### src/pkg/qio_pkg.sv
// Constants for the I2C quasi-bidirectional eight-pin port expander
package qio_pkg;
	// ----------------------------------------
	// Sizes and defaults
	// ----------------------------------------
	localparam int unsigned PORT_WIDTH = 8;
	localparam int unsigned BYTE_BITS = 8;
	localparam logic [2:0] LAST_BIT = 3'h7;
	localparam logic [7:0] LATCH_RESET = 8'hff;
	localparam int unsigned ADDR_WIDTH = 7;
	localparam logic [6:0] ADDR_DEFAULT = 7'h20;
	localparam int unsigned RW_BIT = 0;
	localparam logic RW_READ = 1'b1;
	// Bus engine states
	typedef enum logic [2:0] {
		ST_IDLE,
		ST_ADDR,
		ST_ACK_ADDR,
		ST_RX,
		ST_ACK_RX,
		ST_TX,
		ST_ACK_TX
	} bus_state_e;
endpackage

### src/rtl/qio_expander.sv
// I2C slave engine with quasi-bidirectional port latch and change alert
`timescale 1ns/1ns
module qio_expander
	import qio_pkg::*;
#(
	parameter logic [6:0] SLAVE_ADDR = ADDR_DEFAULT
)
(
	// Clock and reset
	input wire logic clk_sys,
	input wire logic reset,
	input wire logic reset_hw_n,
	// I2C lines (open drain, data oe high while pulling low)
	input wire logic scl_in,
	input wire logic sda_in,
	output logic sda_out,
	output logic sda_oe,
	// Port pins (oe high while sinking low)
	input wire logic [7:0] port_pin_in,
	output logic [7:0] port_pin_out,
	output logic [7:0] port_pin_oe,
	// Change alert, active low level
	output logic alert_n
);
	// ----------------------------------------
	// Line decode
	// ----------------------------------------
	logic scl_lvl, scl_rise, scl_fall;
	logic sda_lvl, sda_rise, sda_fall;

	qio_edge_sync u_scl (
		.clk_sys(clk_sys),
		.reset(reset),
		.line_in(scl_in),
		.level(scl_lvl),
		.rise(scl_rise),
		.fall(scl_fall)
	);

	qio_edge_sync u_sda (
		.clk_sys(clk_sys),
		.reset(reset),
		.line_in(sda_in),
		.level(sda_lvl),
		.rise(sda_rise),
		.fall(sda_fall)
	);

	// Start and stop seen while the clock stays high
	wire start_det = sda_fall & scl_lvl & ~scl_rise;
	wire stop_det = sda_rise & scl_lvl & ~scl_rise;
	wire hold_rst = reset | ~reset_hw_n;

	// ----------------------------------------
	// State
	// ----------------------------------------
	bus_state_e state_ff, nxt_state;
	logic [2:0] bit_ff; // Bit index within the byte
	logic [7:0] shift_ff; // Receive and transmit shift register
	logic [7:0] latch_ff; // Port latch
	logic [7:0] ref_ff; // Pin levels at last read or write
	logic sda_drv_ff; // High while pulling data low
	logic ack_seen_ff; // Master acknowledged the last sent byte
	logic upd_ff; // One-cycle pulse: latch or read took place
	// Low from a start until the first rising clock of the address byte
	logic armed_ff;

	wire byte_done = (bit_ff == LAST_BIT);
	wire addr_hit = (shift_ff[7:1] == SLAVE_ADDR);
	wire is_read = (shift_ff[RW_BIT] == RW_READ);

	// ----------------------------------------
	// Next-state decode on falling clock edges
	// ----------------------------------------
	// Moves happen on the falling edge so data changes only while clock is low
	always_comb begin
		nxt_state = state_ff;
		case (state_ff)
			ST_IDLE: nxt_state = ST_IDLE;
			ST_ADDR: begin
				if (byte_done) begin
					nxt_state = addr_hit ? ST_ACK_ADDR : ST_IDLE;
				end
			end
			ST_ACK_ADDR: nxt_state = is_read ? ST_TX : ST_RX;
			ST_RX: begin
				if (byte_done) begin
					nxt_state = ST_ACK_RX;
				end
			end
			ST_ACK_RX: nxt_state = ST_RX;
			ST_TX: begin
				if (byte_done) begin
					nxt_state = ST_ACK_TX;
				end
			end
			ST_ACK_TX: nxt_state = ack_seen_ff ? ST_TX : ST_IDLE;
			default: nxt_state = ST_IDLE;
		endcase
	end

	// ----------------------------------------
	// Bus engine
	// ----------------------------------------
	// Sample on rising clock, shift out and advance on falling clock
	always_ff @(posedge clk_sys) begin
		if (hold_rst) begin
			state_ff <= ST_IDLE;
			bit_ff <= 3'h0;
			shift_ff <= 8'h00;
			sda_drv_ff <= 1'b0;
			ack_seen_ff <= 1'b0;
			armed_ff <= 1'b0;
		end else if (start_det) begin
			// Repeated start is accepted anywhere
			state_ff <= ST_ADDR;
			bit_ff <= 3'h0;
			sda_drv_ff <= 1'b0;
			armed_ff <= 1'b0;
		end else if (stop_det) begin
			state_ff <= ST_IDLE;
			sda_drv_ff <= 1'b0;
		end else if (scl_rise) begin
			armed_ff <= 1'b1;
			if (state_ff == ST_ADDR || state_ff == ST_RX) begin
				shift_ff <= {shift_ff[6:0], sda_lvl};
			end
			if (state_ff == ST_ACK_TX) begin
				ack_seen_ff <= ~sda_lvl;
			end
		end else if (scl_fall && armed_ff) begin
			// The clock fall that closes a start carries no bit; counting it
			// would end the address byte one bit early
			state_ff <= nxt_state;
			bit_ff <= (state_ff == ST_ADDR || state_ff == ST_RX || state_ff == ST_TX)
				? bit_ff + 3'h1 : 3'h0;
			case (nxt_state)
				ST_ACK_ADDR, ST_ACK_RX: sda_drv_ff <= 1'b1;
				ST_TX: begin
					if (state_ff == ST_TX) begin
						sda_drv_ff <= ~shift_ff[6];
						shift_ff <= {shift_ff[6:0], 1'b1};
					end else begin
						// Capture pins at the start of each read byte
						sda_drv_ff <= ~port_pin_in[7];
						shift_ff <= port_pin_in;
					end
				end
				default: sda_drv_ff <= 1'b0;
			endcase
		end
	end

	// ----------------------------------------
	// Port latch and alert reference
	// ----------------------------------------
	// Latch loads at the end of the acknowledge slot of a received data byte
	wire latch_load = scl_fall & (state_ff == ST_ACK_RX) & ~start_det & ~stop_det;
	wire read_take = scl_fall & (state_ff == ST_ACK_ADDR || state_ff == ST_ACK_TX)
		& (nxt_state == ST_TX) & ~start_det & ~stop_det;

	always_ff @(posedge clk_sys) begin
		if (hold_rst) begin
			latch_ff <= LATCH_RESET;
			ref_ff <= LATCH_RESET;
			upd_ff <= 1'b0;
		end else begin
			upd_ff <= latch_load | read_take;
			if (latch_load) begin
				latch_ff <= shift_ff;
			end
			if (read_take) begin
				ref_ff <= port_pin_in;
			end else if (upd_ff) begin
				// Pins settle one cycle after a write, so take them then
				ref_ff <= port_pin_in;
			end
		end
	end

	// ----------------------------------------
	// Outputs
	// ----------------------------------------
	assign sda_out = 1'b0;
	assign sda_oe = sda_drv_ff;
	assign port_pin_out = 8'h00;
	assign port_pin_oe = ~latch_ff;
	// Alert follows any pin differing from its reference, held high in the cycle after a latch or read; no latency filter
	assign alert_n = (port_pin_in == ref_ff) | upd_ff;

	// ----------------------------------------
	// Checks
	// ----------------------------------------
	addr_ack_drive_a: assert property (@(posedge clk_sys) disable iff (hold_rst)
		scl_fall && state_ff == ST_ADDR && byte_done && addr_hit && !start_det && !stop_det
		|=> sda_oe) else $error("address ack not driven");
	data_ack_drive_a: assert property (@(posedge clk_sys) disable iff (hold_rst)
		scl_fall && state_ff == ST_RX && byte_done && !start_det && !stop_det
		|=> sda_oe && state_ff == ST_ACK_RX) else $error("data ack not driven");
	ack_stable_a: assert property (@(posedge clk_sys) disable iff (hold_rst)
		(state_ff == ST_ACK_RX) && scl_rise && !stop_det |=> sda_oe)
		else $error("ack dropped in clock high");
	nack_release_a: assert property (@(posedge clk_sys) disable iff (hold_rst)
		scl_fall && state_ff == ST_ACK_TX && !ack_seen_ff && !start_det && !stop_det
		|=> !sda_oe && state_ff == ST_IDLE) else $error("data not released");
	miss_ignore_a: assert property (@(posedge clk_sys) disable iff (hold_rst)
		scl_fall && state_ff == ST_ADDR && byte_done && !addr_hit && !start_det && !stop_det
		|=> !sda_oe && state_ff == ST_IDLE) else $error("foreign address served");
	latch_load_a: assert property (@(posedge clk_sys) disable iff (hold_rst)
		latch_load |=> port_pin_oe == ~$past(shift_ff)) else $error("latch not loaded");
	read_value_a: assert property (@(posedge clk_sys) disable iff (hold_rst)
		read_take |=> shift_ff == $past(port_pin_in)) else $error("read value wrong");
	alert_clear_a: assert property (@(posedge clk_sys) disable iff (hold_rst)
		read_take |=> alert_n) else $error("alert not cleared by read");
	alert_set_a: assert property (@(posedge clk_sys) disable iff (hold_rst)
		!upd_ff && port_pin_in != ref_ff |-> !alert_n) else $error("alert missed");
	dir_select_a: assert property (@(posedge clk_sys) disable iff (hold_rst)
		scl_fall && state_ff == ST_ACK_ADDR && !start_det && !stop_det
		|=> state_ff == ($past(is_read) ? ST_TX : ST_RX)) else $error("direction wrong");
	// Master owns the data line in the acknowledge slot of a sent byte
	tx_release_a: assert property (@(posedge clk_sys) disable iff (hold_rst)
		scl_fall && armed_ff && state_ff == ST_TX && byte_done && !start_det && !stop_det
		|=> !sda_oe && state_ff == ST_ACK_TX) else $error("data not released for master ack");
	// The fall that closes a start leaves the bit count alone
	start_fall_a: assert property (@(posedge clk_sys) disable iff (hold_rst)
		scl_fall && !armed_ff && !start_det && !stop_det
		|=> bit_ff == 3'h0 && state_ff == $past(state_ff)) else $error("start fall counted");
endmodule

### src/rtl/qio_edge_sync.sv
// Edge detector for the sampled serial clock and data lines
`timescale 1ns/1ns
module qio_edge_sync
	import qio_pkg::*;
(
	// Clock and reset
	input wire logic clk_sys,
	input wire logic reset,
	// Line input
	input wire logic line_in,
	// Decoded line
	output logic level,
	output logic rise,
	output logic fall
);
	// ----------------------------------------
	// Previous level
	// ----------------------------------------
	logic prev_ff; // Last sampled level, reset high like an idle bus

	// Inputs are synchronous, so one stage suffices
	always_ff @(posedge clk_sys) begin
		if (reset) begin
			prev_ff <= 1'b1;
		end else begin
			prev_ff <= line_in;
		end
	end

	assign level = line_in;
	assign rise = line_in & ~prev_ff;
	assign fall = ~line_in & prev_ff;
endmodule

### config.mk
export PLATFORM = sky130hd
export DESIGN_NAME = qio_expander
export DESIGN_NICKNAME = d
export VERILOG_FILES = /design/src/pkg/qio_pkg.sv /design/src/rtl/qio_expander.sv /design/src/rtl/qio_edge_sync.sv
export SDC_FILE = /design/constraint.sdc
export NUM_CORES = 1
export LEC_CHECK = 0
export ABC_AREA = 1
export BUFFER_PORTS_ARGS = -buffer_cell sky130_fd_sc_hd__clkbuf_2
export CAP_MARGIN = 40
export CORE_ASPECT_RATIO = 1.25
export CORE_MARGIN = 5
export CORE_UTILIZATION = 60
export DETAILED_ROUTE_END_ITERATION = 6
export MAX_ROUTING_LAYER = met4
export PLACE_DENSITY_LB_ADDON = 0.12
export SKIP_CTS_REPAIR_TIMING = 1
export SYNTH_ARGS = -nofsm -noshare
export SYNTH_HDL_FRONTEND = slang
export SYNTH_SLANG_ARGS = --single-unit
### constraint.sdc
create_clock -name clk_sys -period 3 [get_ports clk_sys]
set_input_delay 0.6 -clock clk_sys [delete_from_list [all_inputs] [get_ports clk_sys]]
set_output_delay 0.6 -clock clk_sys [all_outputs]
set_load 0.02 [all_outputs]
==> impl_metrics.toml, run 1 <==
[grt]
grt_pass1_wl_um = 7160
grt_usage_pct = 21.4
gr-total-overflow = 0
antenna_found_initial = 0
grt_pass1_vias = 1713
grt_max_degree = 25

[power_and_ir_drop]
switching_share_pct = 23.9
p_sw_mw = 0.216
combPwrFrac_pct = 7.5
p_int_mw = 0.687
power_frac_clock_pct = 39.0
pwr-share-seq_pct = 53.5
power.density_nw_per_um2 = 418
vdd_drop_max_v = 0.000373
p_leak_nw = 1.02

[detailed_routing]
wl_um = 4090
drtAntennaViolNets = 0
wl_per_cell_um = 12.0
first_iter_violations = 95
via_count = 1754
drc = 0
first_pass_iters = 4
viasPerCell = 5.16

[sta]
max_freq_mhz = 481
post-route-min-period_ps = 2080
hold_viol_final = 0
setup_tns_ps = 0
tightest_slew_ps = 713
rsz0062_at_grt = "no"
setup_violations = 0
finalCritPeriodShare_pct = 69.4
skew_ps = 4.50
finalMaxSlewViolations = 0
slew_headroom_pct = 52.4

[logic_synthesis]
yosys.area.top_type_share_pct = 36.5
ys_seq_elements = 36
synth_area_per_cell_um2 = 7.13
syn_inst = 277
synth_area_leaders = "dfxtp_1, nand2_1, inv_1"
ys.flop_type = "dfxtp_1"
synth_cell_types = 33
netlist_area_um2 = 1970
synth_edf_count = 0
seq_area_frac_synth_pct = 36.5
yosysTopAreaCell = "dfxtp_1"
synth_top_cells_by_count = "nand2_1, inv_1, dfxtp_1"
async_flop_share_pct = 0
yosysWarnings = 0
post-synth-top-count-cell = "nand2_1"

[cts]
clock_path_buffers = 2
root_buffer = "clkbuf_8"
cts_sinks = 36
h-tree-depth = 2
clk_latency_ps = 290
clkTransAtPathRegs_ps = 70
cts_buffers = 5
cts_tree = "built"

[finish]
area_growth_pct = 9.25
antenna_cells = 0
fillers = 320
final_layout_size_suffix_gt1_share_pct = 19.1
nets = 317
utilization_pct = 67.5
final_cells = 340

[floorplan]
start_util_pct = 61.8
dieArea_um2 = 4550
core-area_um2 = 3190
die_w_um = 61.3
io_pins = 32
dieHeight_um = 74.1
std_cell_rows = 23

[worst_setup_path]
critPathKind = "in -> out"
crit_required_ps = 2400
rr_startpoint = "bit_ff[0]"
end_kind = "output pin"
critical_path.startpoint = "port_pin_in[3]"
cp.arrival_ps = 1480
ff2ff_path_depth = 11
r2r-end = "ref_ff[0]"
crit_path_max_fanout = 3
start_kind = "input pin"
rrSetupSlack_ps = 1110

[job]
cap_violations = 0

[min_path]
worstHoldPathCells = 2
min_from = "sda_oe"
hold_path_class = "reg -> reg"
holdPathEnd = "sda_oe"

[outcome]
run_status = "finished clean"

[placed_design]
place_hpwl_um = 3060
port_buffers = 22
place_congestion = 0.902
dp.cells = 332
area by class of cell:
type | instances | area, µm² | share of cell area, %
well taps | 37 | 46.3 | 2.15
flip-flops and latches | 36 | 721 | 33.4
inverters | 44 | 165 | 7.66
clock buffers | 8 | 90.1 | 4.18
repair buffers | 23 | 118 | 5.45
multi-input cells | 192 | 1020 | 47.2
power groups by stage:
stage	sequential (mW)	clock [mW]	combinational (mW)
finish	0.483	0.352	0.0675
global route	0.483	0.379	0.0757
CTS	0.483	0.359	0.0676
detailed placement	0.493	0	0.0673
global placement	0.493	0	0.0668
floorplan	0.493	0	0.0564
through the flow:
stage | instance area [µm²] | hold slack [ps] | setup slack, ps | power [mW]
floorplan | 2000 | 443 | 784 | 0.549
global placement | 2070 | 453 | 922 | 0.560
detailed placement | 2070 | 454 | 912 | 0.561
CTS | 2160 | 465 | 913 | 0.910
global route | 2160 | 491 | 828 | 0.937
finish | 2160 | 462 | 919 | 0.902
worst max path at each step:
stage | to | depth (start not counted) | slack, ps
floorplan | alert_n | 4 | 780
global placement | alert_n | 6 | 920
detailed placement | alert_n | 6 | 910
CTS | alert_n | 6 | 910
global route | alert_n | 6 | 830
finish | alert_n | 6 | 920
cell usage in the layout, fill, tap and decap left out, types with 8 or more instances in the layout:
master	instances
nand2_1	66
o211ai_1	9
nor2_1	25
inv_1	38
nand3_1	20
nor2_2	8
conb_1	9
clkbuf_2	22
dfxtp_1	36
flip-flops by register name, indices dropped and copies added, names as in the netlist, 3 cells and up:
register / cells
bit_ff: 3
latch_ff: 8
ref_ff: 8
shift_ff: 8
state_ff: 3
worst max-delay path, stage by stage:
cell      delay [ps]
clkbuf_2          90
inv_1             70
or2_2            100
nand4_1           80
o41ai_1          320
clkbuf_2         230
cells by family (layout without fill, tap and decap cells):
group	after synthesis	after routing	synth area share (%)
buf+inv	57	75	13.5
fa+ha+maj	2	2	1.27
flops	36	36	36.5
simple gates	145	145	36.5
xor+xnor	6	6	2.66
other cells	1	9	0.190
compound gates	30	30	9.38
metal layers:
| metal | vias up | global-route usage [%] | part of all wire (%) |
|---|---|---|---|
| li1 | 910 | - | - |
| met1 | 812 | 23.1 | 44 |
| met2 | 25 | 36.6 | 52 |
| met3 | 7 | 5.03 | 2.7 |
| met4 | 0 | 8.92 | 1.7 |
| met5 | - | - | 0 |
(Power assumes the default switching activity.)
==> run 2, diff against run 1 <==
--- a/config.mk
+++ b/config.mk
@@ -10,7 +10,7 @@
 export CAP_MARGIN = 40
 export CORE_ASPECT_RATIO = 1.25
 export CORE_MARGIN = 5
-export CORE_UTILIZATION = 60
+export CORE_UTILIZATION = 56
 export DETAILED_ROUTE_END_ITERATION = 6
 export MAX_ROUTING_LAYER = met4
 export PLACE_DENSITY_LB_ADDON = 0.12
==> constraint.sdc (replaced) <==
create_clock -name clk_sys -period 2 [get_ports clk_sys]
set_input_delay 0.4 -clock clk_sys [delete_from_list [all_inputs] [get_ports clk_sys]]
set_output_delay 0.4 -clock clk_sys [all_outputs]
set_load 0.02 [all_outputs]
==> impl_metrics.toml, run 2 (synthesis results as in run 1) <==
[power_and_ir_drop]
p_leak_nw = 1.04
combPwrFrac_pct = 7.6
switching_share_pct = 24.5
power.density_nw_per_um2 = 619
power_frac_clock_pct = 39.1
pwr-share-seq_pct = 53.3
p_sw_mw = 0.332
p_int_mw = 1.03
vdd_drop_max_v = 0.000622

[placed_design]
port_buffers = 22
place_congestion = 0.875
dp.cells = 336
place_hpwl_um = 3140

[worst_setup_path]
cp.arrival_ps = 2030
slowest_delay_ps = 370
end_kind = "flip-flop"
cp_cell_sequence = "ha_1 > ha_1 > nor2_2 > nand2_1 > nand2_1 > inv_2 > nand3_4 > nor2_8 > nand4_4 > nand2_8 > nand2_1 > nand2_1 > nor2_1"
crit_required_ps = 2180
critPathKind = "reg -> reg"
rrSetupSlack_ps = 160
start_kind = "flip-flop"
crit_path_max_fanout = 16
cp_common_cell = "nand2_1"
cp_slowest_cell = "dfxtp_1"

[sta]
rsz0062_at_grt = "no"
finalCritPeriodShare_pct = 92.1
whs_ps = 311
hold_viol_final = 0
finalMaxSlewViolations = 0
skew_ps = 8.36
setup_tns_ps = 0
setup_violations = 0
post-route-min-period_ps = 1840
max_freq_mhz = 543

[cts]
root_buffer = "clkbuf_8"
cts_buffers = 5
cts_sinks = 36
h-tree-depth = 2
cts_tree = "built"
clk_latency_ps = 290
clock_path_buffers = 2
clkTransAtPathRegs_ps = 80

[detailed_routing]
wl_per_cell_um = 12.1
drtAntennaViolNets = 0
viasPerCell = 5.08
first_pass_iters = 4
drc = 0
first_iter_violations = 115
via_count = 1749
wl_um = 4160

[floorplan]
std_cell_rows = 24
start_util_pct = 57.2
dieArea_um2 = 4820
io_pins = 32
die_w_um = 63.1
dieHeight_um = 76.4
core-area_um2 = 3450

[grt]
grt_usage_pct = 18.7
antenna_found_initial = 0
grt_max_degree = 25
grt_pass1_wl_um = 7290
grt_pass1_vias = 1657
gr-total-overflow = 0

[min_path]
hold_path_class = "in -> reg"

[finish]
nets = 319
antenna_cells = 0
final_cells = 344
final_layout_size_suffix_gt1_share_pct = 20.7
top_regs = "latch_ff x8, ref_ff x8, shift_ff x8"
layout_commonest_cell = "nand2_1"
area_growth_pct = 11.1
final_cell_mix = "nand2_1, inv_1, dfxtp_1"

[outcome]
run_status = "finished clean"

[job]
cap_violations = 0
==> run 2: changes by cell type in the layout (fill, tap and decap cells not counted) <==
cell      previous run  this run
nand2_2              6         5
clkinv_2             0         2
nor2_1              25        24
nor2_2               8         9
clkbuf_1             2         0
nand2_8              0         1
buf_4                1         3
==> run 2: routing by layer <==
layer | track usage (%) | share of wire, % | vias to the layer above
met3 | 3.10 | 3.7 | 8
met5 | - | 0 | -
met2 | 29.9 | 51 | 39
li1 | - | - | 916
met1 | 22.6 | 43 | 786
met4 | 8.70 | 2.1 | 0
==> run 2: critical path: cells and delay by family (launching register included) <==
family | cells | cell delay [ps]
fa+ha+maj | 2 | 410
buf+inv | 1 | 70
simple gates | 10 | 860
flops | 1 | 370
==> run 2: layout make-up <==
cell class	instances	area [µm²]
Clock buffer	6	82.6
Fill cell	335	1260
Tap cell	39	48.8
Inverter	44	165
Multi-Input combinational cell	192	1030
Clock inverter	2	10.0
Timing Repair Buffer	25	133
Sequential cell	36	721
==> run 2: through the flow <==
step                      util, %  worst slack, ps  instance area, µm²  power (mW)
after floorplan                 -              184                2000       0.824
final                        63.5              159                2190        1.36
after CTS                    63.0              123                2180        1.37
after global routing         63.5             14.6                2190        1.42
after detailed placement     60.4              152                2080       0.843
after global placement       60.4              213                2080       0.843
==> run 2: power by group through the flow <==
| stage | combinational, mW | sequential, mW | clock (mW) |
|---|---|---|---|
| floorplan | 0.0846 | 0.739 | 0 |
| global placement | 0.103 | 0.740 | 0 |
| detailed placement | 0.102 | 0.740 | 0 |
| CTS | 0.103 | 0.723 | 0.543 |
| global route | 0.116 | 0.724 | 0.581 |
| finish | 0.103 | 0.724 | 0.530 |
==> run 2: worst paths after layout <==
| path | start | to | cells after the start |
|---|---|---|---|
| hold reg to reg | sda_oe | sda_oe | 2 |
| setup / recovery | bit_ff[0] | shift_ff[6] | 13 |
| setup reg to reg | bit_ff[0] | shift_ff[6] | 13 |
| hold / removal | reset | u_sda.prev_ff | 3 |
